--- config.mk ---
export PLATFORM = sky130hd
export DESIGN_NAME = scc_top
export DESIGN_NICKNAME = d
export VERILOG_FILES = /design/src/scc_pkg.sv /design/src/scc_meas_if.sv /design/src/scc_sleep_clk.sv /design/src/scc_measure.sv /design/src/scc_top.sv
export SDC_FILE = /design/constraint.sdc
export NUM_CORES = 1
export LEC_CHECK = 0
export BUFFER_PORTS_ARGS = -buffer_cell sky130_fd_sc_hd__clkbuf_2
export CORE_MARGIN = 2
export CORE_UTILIZATION = 40
export CTS_BUF_LIST = sky130_fd_sc_hd__clkbuf_8
export DETAILED_ROUTE_END_ITERATION = 8
export HOLD_SLACK_MARGIN = 0.08
export PLACE_DENSITY = 0.71
export SLEW_MARGIN = 20
export SYNTH_ARGS = -nofsm -noshare
export SYNTH_HDL_FRONTEND = slang
export SYNTH_SLANG_ARGS = --single-unit
--- constraint.sdc ---
create_clock -name pclk -period 4.1 [get_ports pclk]
set_input_delay 0.82 -clock pclk [delete_from_list [all_inputs] [get_ports pclk]]
set_output_delay 0.82 -clock pclk [all_outputs]
set_load 0.1 [all_outputs]
--- src/scc_pkg.sv ---
// shared constants and types for the sleep clock calibration block
package scc_pkg;
  // register indices; byte address is four times the index
  localparam logic [11:0] SCC_IDX_SRC = 12'h207;
  localparam logic [11:0] SCC_IDX_TUNE = 12'h208;
  localparam logic [11:0] SCC_IDX_CNT_LO = 12'h209;
  localparam logic [11:0] SCC_IDX_CNT_MID = 12'h20A;
  localparam logic [11:0] SCC_IDX_CNT_HI = 12'h20B;
  localparam logic [11:0] SCC_IDX_STATE = 12'h20F;
  localparam logic [11:0] SCC_IDX_DIV = 12'h220;
  localparam logic [11:0] SCC_IDX_INT_STAT = 12'h230;
  localparam logic [11:0] SCC_IDX_INT_MASK = 12'h231;
  // field positions
  localparam int SCC_SEL_LSB = 6;
  localparam int SCC_VCO_BIT = 4;
  localparam int SCC_GO_BIT = 4;
  localparam int SCC_DONE_BIT = 7;
  localparam int SCC_RSV_LSB = 5;
  localparam int SCC_STATE_LSB = 5;
  localparam int SCC_DIV_W = 5;
  // reset values
  localparam logic [7:0] SCC_SRC_RST = 8'h00;
  localparam logic [7:0] SCC_TUNE_RST = 8'h00;
  localparam logic [7:0] SCC_DIV_RST = 8'h00;
  localparam logic [31:0] SCC_ZERO32 = 32'h0000_0000;
  // sleep source codes
  localparam logic [1:0] SCC_SRC_INTERNAL = 2'h2;
  localparam logic [1:0] SCC_SRC_EXTERNAL = 2'h1;
  // measurement
  localparam int SCC_CNT_W = 20;
  localparam int SCC_PERIODS = 16;
  localparam logic [3:0] SCC_EDGE_LAST = 4'(SCC_PERIODS - 1);
  localparam int SCC_CLK_PERIOD_NS = 25;
  localparam int SCC_TICK_NS = 50;
  localparam int SCC_TICK_CYCLES = (SCC_TICK_NS + SCC_CLK_PERIOD_NS - 1) / SCC_CLK_PERIOD_NS;
  localparam logic [3:0] SCC_TICK_LAST = 4'(SCC_TICK_CYCLES - 1);
  // interrupt status layout
  localparam int SCC_INT_DONE_BIT = 0;

  typedef enum logic [2:0] {
    SCC_RF_RESET,
    SCC_RF_FILTER_CAL,
    SCC_RF_SLEEP,
    SCC_RF_VCO_CAL,
    SCC_RF_TX,
    SCC_RF_RX,
    SCC_RF_TURN_A,
    SCC_RF_TURN_B
  } scc_radio_state_t;

  typedef enum logic [1:0] {
    SCC_M_IDLE,
    SCC_M_ALIGN,
    SCC_M_COUNT
  } scc_meas_state_t;
endpackage

--- src/scc_meas_if.sv ---
// signals between the control block, the sleep clock former and the counter
`timescale 1ns/1ps
interface scc_meas_if;
  logic [1:0] sel;
  logic [4:0] div_exp;
  logic sleep_edge;
  logic start;
  logic busy;
  logic done;
  logic [19:0] count;
  modport clk_src (input sel, input div_exp, output sleep_edge);
  modport meas (input sleep_edge, input start, output busy, output done, output count);
  modport ctl (output sel, output div_exp, output start, input busy, input done, input count,
    input sleep_edge);
endinterface

--- src/scc_sleep_clk.sv ---
// sleep oscillator selection, synchronisation and power-of-two division
`timescale 1ns/1ps
module scc_sleep_clk
  import scc_pkg::*;
(
  input wire logic pclk,
  input wire logic presetn,
  input wire logic osc_int,
  input wire logic osc_ext,
  scc_meas_if.clk_src m
);
  typedef struct packed {
    logic [1:0] sync1;
    logic [1:0] sync2;
    logic prev;
    logic [31:0] divcnt;
    logic edge_out;
  } scc_sclk_t;

  scc_sclk_t r_reg;
  scc_sclk_t r_next;

  function automatic logic [31:0] div_mask(input logic [4:0] e);
    div_mask = (32'h0000_0001 << e) - 32'h0000_0001;
  endfunction

  logic lvl;
  logic src_ok;

  always_comb
  begin
    r_next = r_reg;
    r_next.sync1 = {osc_ext, osc_int};
    r_next.sync2 = r_reg.sync1;
    src_ok = (m.sel == SCC_SRC_INTERNAL) || (m.sel == SCC_SRC_EXTERNAL); // see RULE_06
    lvl = (m.sel == SCC_SRC_INTERNAL) ? r_reg.sync2[0] :
          (m.sel == SCC_SRC_EXTERNAL) ? r_reg.sync2[1] : 1'b0;
    r_next.prev = lvl;
    r_next.edge_out = 1'b0;
    if (!src_ok)
    begin
      r_next.divcnt = SCC_ZERO32;
    end
    else if (lvl && !r_reg.prev)
    begin
      // one low power clock period per 2**exponent source periods
      if (r_reg.divcnt >= div_mask(m.div_exp)) // see RULE_12
      begin
        r_next.divcnt = SCC_ZERO32;
        r_next.edge_out = 1'b1;
      end
      else
      begin
        r_next.divcnt = r_reg.divcnt + 32'h0000_0001;
      end
    end
  end

  always_ff @(posedge pclk or negedge presetn)
  begin
    if (!presetn)
      r_reg <= '0;
    else
      r_reg <= r_next;
  end

  assign m.sleep_edge = r_reg.edge_out;
endmodule

--- src/scc_measure.sv ---
// counts 50 ns ticks over sixteen low power clock periods
`timescale 1ns/1ps
module scc_measure
  import scc_pkg::*;
(
  input wire logic pclk,
  input wire logic presetn,
  scc_meas_if.meas m
);
  typedef struct packed {
    scc_meas_state_t state;
    logic [19:0] count;
    logic [3:0] edges;
    logic [3:0] tick_cnt;
    logic done;
  } scc_meas_t;

  scc_meas_t r_reg;
  scc_meas_t r_next;
  logic tick;

  always_comb
  begin
    r_next = r_reg;
    r_next.done = 1'b0;
    tick = (r_reg.tick_cnt == SCC_TICK_LAST); // see RULE_03
    r_next.tick_cnt = tick ? 4'h0 : r_reg.tick_cnt + 4'h1;
    case (r_reg.state)
      SCC_M_IDLE:
      begin
        r_next.tick_cnt = 4'h0;
      end
      SCC_M_ALIGN:
      begin
        r_next.tick_cnt = 4'h0;
        if (m.sleep_edge)
        begin
          r_next.state = SCC_M_COUNT;
          r_next.edges = 4'h0;
        end
      end
      SCC_M_COUNT:
      begin
        if (tick)
          r_next.count = r_reg.count + 20'h0_0001; // see RULE_03
        if (m.sleep_edge)
        begin
          r_next.edges = r_reg.edges + 4'h1;
          if (r_reg.edges == SCC_EDGE_LAST) // see RULE_02
          begin
            r_next.state = SCC_M_IDLE;
            r_next.done = 1'b1;
          end
        end
      end
      default:
      begin
        r_next.state = SCC_M_IDLE;
      end
    endcase
    if (m.start)
    begin
      r_next.state = SCC_M_ALIGN;
      r_next.count = 20'h0_0000;
      r_next.edges = 4'h0;
      r_next.done = 1'b0;
    end
  end

  always_ff @(posedge pclk or negedge presetn)
  begin
    if (!presetn)
      r_reg <= '{state: SCC_M_IDLE, default: '0};
    else
      r_reg <= r_next;
  end

  assign m.busy = (r_reg.state != SCC_M_IDLE);
  assign m.done = r_reg.done;
  assign m.count = r_reg.count; // see RULE_01
endmodule

--- src/scc_top.sv ---
// register front end of the sleep clock calibration block over apb
//
// The APB slave port is this design's own decision.
`timescale 1ns/1ps
// Behaviour
// RULE_01: twenty bit read only measurement count
// RULE_02: one run spans sixteen low power periods
// RULE_03: count advances once per 50 ns
// RULE_04: period follows selected source and divider
// RULE_05: low and middle count bytes in bits 7:0
// RULE_06: source code 10 internal, 01 external
// RULE_07: software should set vco tune bit
// RULE_08: software writes reserved bits as zero
// RULE_09: unimplemented bits always read zero; stored reserved and unused bits read back as written
// RULE_10: go starts run, self clears, done flags
// RULE_11: radio state field in bits 7:5
// RULE_12: source divided by two to exponent
// RULE_13: internal source needs divider exponent one
module scc_top
  import scc_pkg::*;
(
  input wire logic pclk,
  input wire logic presetn,
  input wire logic psel,
  input wire logic penable,
  input wire logic pwrite,
  input wire logic [13:0] paddr,
  input wire logic [31:0] pwdata,
  output logic [31:0] prdata,
  output logic pready,
  output logic pslverr,
  output logic irq,
  output logic vco_tune_ctrl,
  input wire logic osc_int,
  input wire logic osc_ext,
  input wire logic [2:0] radio_fsm_state
);
  typedef struct packed {
    logic [7:0] src_ctrl;
    logic [7:0] tune_ctrl;
    logic [7:0] div_ctrl;
    logic [1:0] hi_rsv;
    logic done_flag;
    logic int_stat;
    logic int_mask;
    logic start;
    logic [31:0] prdata;
    logic pready;
    logic pslverr;
    logic irq;
  } scc_regs_t;

  scc_regs_t r_reg;
  scc_regs_t r_next;

  scc_meas_if m ();

  scc_sleep_clk u_sleep_clk (
    .pclk(pclk),
    .presetn(presetn),
    .osc_int(osc_int),
    .osc_ext(osc_ext),
    .m(m.clk_src)
  );

  scc_measure u_measure (
    .pclk(pclk),
    .presetn(presetn),
    .m(m.meas)
  );

  function automatic logic [11:0] reg_index(input logic [13:0] a);
    reg_index = a[13:2];
  endfunction

  function automatic logic is_mapped(input logic [13:0] a);
    logic [11:0] i;
    i = reg_index(a);
    is_mapped = (a[1:0] == 2'h0) &&
      ((i == SCC_IDX_SRC) || (i == SCC_IDX_TUNE) || (i == SCC_IDX_CNT_LO) ||
       (i == SCC_IDX_CNT_MID) || (i == SCC_IDX_CNT_HI) || (i == SCC_IDX_STATE) ||
       (i == SCC_IDX_DIV) || (i == SCC_IDX_INT_STAT) || (i == SCC_IDX_INT_MASK));
  endfunction

  logic setup_ph;
  logic acc_done;
  logic wr_ok;
  logic rd_ok;
  logic go_now;
  logic rd_clear;
  logic mask_wr;
  logic [11:0] idx;
  logic [7:0] rd_byte;

  // read value; bits with no storage are zero, stored reserved and unused bits read back as written
  always_comb
  begin
    idx = reg_index(paddr);
    rd_byte = 8'h00;
    case (idx)
      SCC_IDX_SRC:
        rd_byte = r_reg.src_ctrl;
      SCC_IDX_TUNE:
        rd_byte = r_reg.tune_ctrl;
      SCC_IDX_CNT_LO:
        rd_byte = m.count[7:0]; // see RULE_05
      SCC_IDX_CNT_MID:
        rd_byte = m.count[15:8]; // see RULE_05
      SCC_IDX_CNT_HI:
        rd_byte = {r_reg.done_flag, r_reg.hi_rsv, m.busy, m.count[19:16]}; // see RULE_10
      SCC_IDX_STATE:
        rd_byte = {radio_fsm_state, 5'h00}; // see RULE_11 and RULE_09
      SCC_IDX_DIV:
        rd_byte = r_reg.div_ctrl;
      SCC_IDX_INT_STAT:
        rd_byte = {7'h00, r_reg.int_stat};
      SCC_IDX_INT_MASK:
        rd_byte = {7'h00, r_reg.int_mask};
      default:
        rd_byte = 8'h00; // see RULE_09
    endcase
  end

  always_comb
  begin
    r_next = r_reg;
    setup_ph = psel && !penable;
    acc_done = psel && penable && r_reg.pready;
    wr_ok = acc_done && pwrite && !r_reg.pslverr;
    rd_ok = acc_done && !pwrite && !r_reg.pslverr;
    go_now = wr_ok && (idx == SCC_IDX_CNT_HI) && pwdata[SCC_GO_BIT]; // see RULE_10
    rd_clear = rd_ok && (idx == SCC_IDX_INT_STAT);
    mask_wr = wr_ok && (idx == SCC_IDX_INT_MASK);
    // one wait-free access phase: pready high in the first access cycle
    r_next.pready = setup_ph;
    r_next.start = go_now;
    if (setup_ph)
    begin
      r_next.pslverr = !is_mapped(paddr);
      r_next.prdata = is_mapped(paddr) ? {24'h00_0000, rd_byte} : SCC_ZERO32;
    end
    if (wr_ok)
    begin
      case (idx)
        SCC_IDX_SRC:
          r_next.src_ctrl = pwdata[7:0]; // see RULE_06
        SCC_IDX_TUNE:
          r_next.tune_ctrl = pwdata[7:0];
        SCC_IDX_DIV:
          r_next.div_ctrl = pwdata[7:0]; // see RULE_12
        SCC_IDX_CNT_HI:
          r_next.hi_rsv = pwdata[SCC_RSV_LSB +: 2];
        SCC_IDX_INT_MASK:
          r_next.int_mask = pwdata[SCC_INT_DONE_BIT];
        default:
          r_next.hi_rsv = r_reg.hi_rsv;
      endcase
    end
    // a completion in the same cycle as a clear wins
    r_next.done_flag = (r_reg.done_flag && !go_now) || m.done; // see RULE_10
    // only a status bit that the read returned is cleared
    r_next.int_stat = (r_reg.int_stat && !(rd_clear && r_reg.prdata[SCC_INT_DONE_BIT])) ||
      m.done;
    r_next.irq = r_next.int_stat && r_next.int_mask;
  end

  always_ff @(posedge pclk or negedge presetn)
  begin
    if (!presetn)
    begin
      r_reg <= '0;
      r_reg.src_ctrl <= SCC_SRC_RST;
      r_reg.tune_ctrl <= SCC_TUNE_RST;
      r_reg.div_ctrl <= SCC_DIV_RST;
    end
    else
    begin
      r_reg <= r_next;
    end
  end

  // source and divider steer the period that is measured
  assign m.sel = r_reg.src_ctrl[SCC_SEL_LSB +: 2]; // see RULE_04
  assign m.div_exp = r_reg.div_ctrl[SCC_DIV_W-1:0]; // see RULE_04
  assign m.start = r_reg.start;

  assign prdata = r_reg.prdata;
  assign pready = r_reg.pready;
  assign pslverr = r_reg.pslverr;
  assign irq = r_reg.irq;
  assign vco_tune_ctrl = r_reg.tune_ctrl[SCC_VCO_BIT];
endmodule

==> out/summary.txt <==
Initial Util: 40.9%
Critical path cell sequence: nor3_1, buf_4, nand2_1, ha_2, buf_4, nand2_1, nor3_1, a31oi_1, o22a_1, ha_1, nand4_1, or3_1, a311oi_1, a22oi_2, buf_12, a41oi_1, mux2i_1
Clock Path Buffers: 2
EDFF count, synth: 0
Slew margin rel.: 32.9%
R2r endpoint: u_sleep_clk.r_reg[30]$_DFFE_PN0P_
Outcome: finished clean
First-pass GRT wire length: 28500 um
Synthesized area per cell: 8.86 um2
Crit path to: u_sleep_clk.r_reg[30]$_DFFE_PN0P_
GRT Util Overall: 17.7%
TritonCTS clock tree: yes
Area Growth Syn to Fin: 6.39%
Largest register FFs: 35
Crit path buffers/inverters: 3
Xor/xnor cell area share of the yosys netlist: 2.50%
Filler cells: 1758
FF-to-FF path depth: 17
Num CTS Buffers: 9
Cell family with most CP delay: simple AND/OR/NAND/NOR gates
Worst skew pair latency: 0.40 ns
Die area: 0.0195 mm2
PwrDens: 250 mW/mm2
Vias: 6204
Seq/Total Area, Yosys: 37.5%
Hold-fix buffers at CTS: 0
CP endpoint kind: flop
Hold WC Path Type: flop to flop
Worst hold start: u_sleep_clk.r_next[35]$_DFF_PN0_
Setup TNS: 0 ns
Nets: 935
Starting DRT DRC Count: 552
Tcrit/Tclk final: 93.1%
Area of the multi-input gates: 0.00414 mm2
Drt drc: 0
Critical Path Max Stage Delay: 0.44 ns
Post-synthesis register bit count: 110
Period minus WS final: 3.82 ns
Max Cap Viol: 0
Clock slew at reported path FFs: 0.11 ns
Final hold slack: 0.396 ns
H-tree depth: 3
Reg area: 0.00275 mm2
Synth Area in Simple Gates: 24.5%
Vias per Instance: 5.78
Chip width: 140 um
Clock sink count: 110
Leak Pwr: 3.40 nW
Pin count of the biggest net entering global routing: 59
Asr flop ratio synth: 100%
Vias in the first global route: 5688
Distinct cells, synth: 66
Cell taking the most area after synthesis: dfrtp_1
Die height: 140 um
CP Depth: 17
CP startpoint: m.div_exp[3]$_DFFE_PN0P_
Mapped Cells: 829
Setup crit start kind: flop
Largest family of logic cells by synthesized area: simple AND/OR/NAND/NOR gates
Cell Area, Synth: 0.00735 mm2
Adder-cell share of the synthesized area: 6.81%
Fmax: 262 MHz
Fin. Hold Viols: 0
Core Box Area: 0.0180 mm2
PortBufs: 43
Unrepaired setup endpoints after global routing: no
Number of routed nets with antenna violations: 0
Diode count: 0
Slew @ Worst Pin: 1.01 ns
Post-synthesis mux area share: 6.93%
Row count: 49
Routability cong.: 0.871
Area share of the largest cell type after synthesis: 37.5%
Synth Area in Compound Gates: 14.0%
Initial antenna violation count: 0
Reg2reg setup slack: 0.28 ns
DRT Pass-1 Iters: 5
Clock root buffer: clkbuf_8
Drt wl/cell: 16.0 um
Max FO, Critical Path: 52
Final setup vio count: 0
Synth warnings: 0
Hpwl dp: 12200 um
Type of the worst setup path: flop to flop
# IOs: 92
Ys flop type: dfrtp_1
Slowest CP cell: or3_1
Slew Limit Fails: 0
Synth top area cells: dfrtp_1, ha_1, nand2_1, mux2_2, nand4_1
Post-Route WL: 17200 um
RR Startpoint: m.div_exp[3]$_DFFE_PN0P_
Worst Clk Skew: 0.0169 ns
Overflow after GRT: 0
Share of cells above drive strength 1: 14.3%
CP arrival: 4.09 ns
Worst vdd ir: 0.187 mV
Required @ worst endpoint: 4.38 ns
[cells in the mapped netlist, drive strengths merged (9+ instances only)]
| cell type | count |
|---|---|
| ha | 40 |
| nor4 | 13 |
| nor3 | 30 |
| nand4 | 43 |
| mux2 | 25 |
| buf | 42 |
| clkbuf | 39 |
| nor2 | 68 |
| o21a | 9 |
| a21oi | 48 |
| nand2 | 94 |
| a31oi | 24 |
| dfrtp | 110 |
| inv | 19 |
| o21ai | 32 |
| nand3 | 49 |
| xor2 | 15 |
[routing by layer]
layer  up-vias  wire length, um  GRT usage, %
met5         -                0             0
met2       148             8290          28.2
met1      3033             7990          24.9
li1       3006                -             -
met3        17              655          3.23
met4         0              251          4.63
[per-stage QoR]
step	std cells	utilization, %	power [mW]	worst slack (ns)	instance area [um2]
detailed placement	1057	42.3	1.28	0.270	7600
finish	1073	43.5	1.95	0.283	7820
global placement	1057	42.3	1.27	0.287	7600
CTS	1073	43.5	1.97	0.223	7810
global route	1073	43.5	2.01	0.0346	7820
floorplan	852	-	1.25	0.347	7430
[cell usage in the layout, fill, tap and decap left out, types with 3 or more instances in the layout]
cell and instances:
buf_4 12, nor3b_1 5, nand4b_1 4, nor2b_1 7, mux2i_1 7, nand4_1 43
xnor2_1 6, o21a_1 9, a41oi_1 3, o211ai_1 7, nor3_1 29, and3_1 7
nand3_1 48, nand2b_1 7, o22a_1 3, nor2_1 68, a21o_1 4, dfrtp_1 110
and4_1 6, nand3b_1 3, a221oi_1 5, nor4_1 11, a2bb2oi_1 3, clkbuf_8 10
mux2_2 25, a21oi_1 48, xor2_1 15, ha_1 39, clkbuf_2 42, inv_1 20
or3_1 4, nand2_1 94, buf_12 3, conb_1 25, a31oi_1 24, o21ai_0 32
and2_1 5, mux4_2 7
[logic make-up (layout without fill, tap and decap cells)]
family	Yosys count	in the layout
AOI/OAI and AO/OA	161	161
xor gates and xnor gates	21	21
adders and majority gates	40	40
buffers and inverters	100	92
DFF	110	110
muxes	39	39
other	2	25
and+or+nand+nor	356	356
[area by class of cell]
type	instances	share of cell area [%]
Clock buffer	10	1.76
Clock inverter	6	0.865
Inverter	19	0.913
Multi-Input combinational cell	642	53.0
Sequential cell	110	35.2
Tap cell	229	3.67
Timing Repair Buffer	57	4.61
[worst min path at each step]
stage,slack [ns],cells after the start,to
floorplan,0.33,0,u_sleep_clk.r_reg[34]$_DFF_PN0_
global placement,0.37,0,u_sleep_clk.r_reg[35]$_DFF_PN0_
detailed placement,0.38,0,u_sleep_clk.r_reg[34]$_DFF_PN0_
CTS,0.40,0,u_sleep_clk.r_reg[34]$_DFF_PN0_
global route,0.40,0,u_sleep_clk.r_reg[35]$_DFF_PN0_
finish,0.40,0,u_sleep_clk.r_reg[35]$_DFF_PN0_
[report_power, final]
part	total, mW	switching, mW	internal (mW)
Combinational	0.165	0.144	0.0208
Sequential	1.09	0.00111	1.09
Clock	0.698	0.393	0.304
[timing repair]
item,in CTS,in global routing
endpoints found under the setup margin,0,4
resized for setup,0,2
buffers inserted,0,0
(Power assumes the default switching activity.)
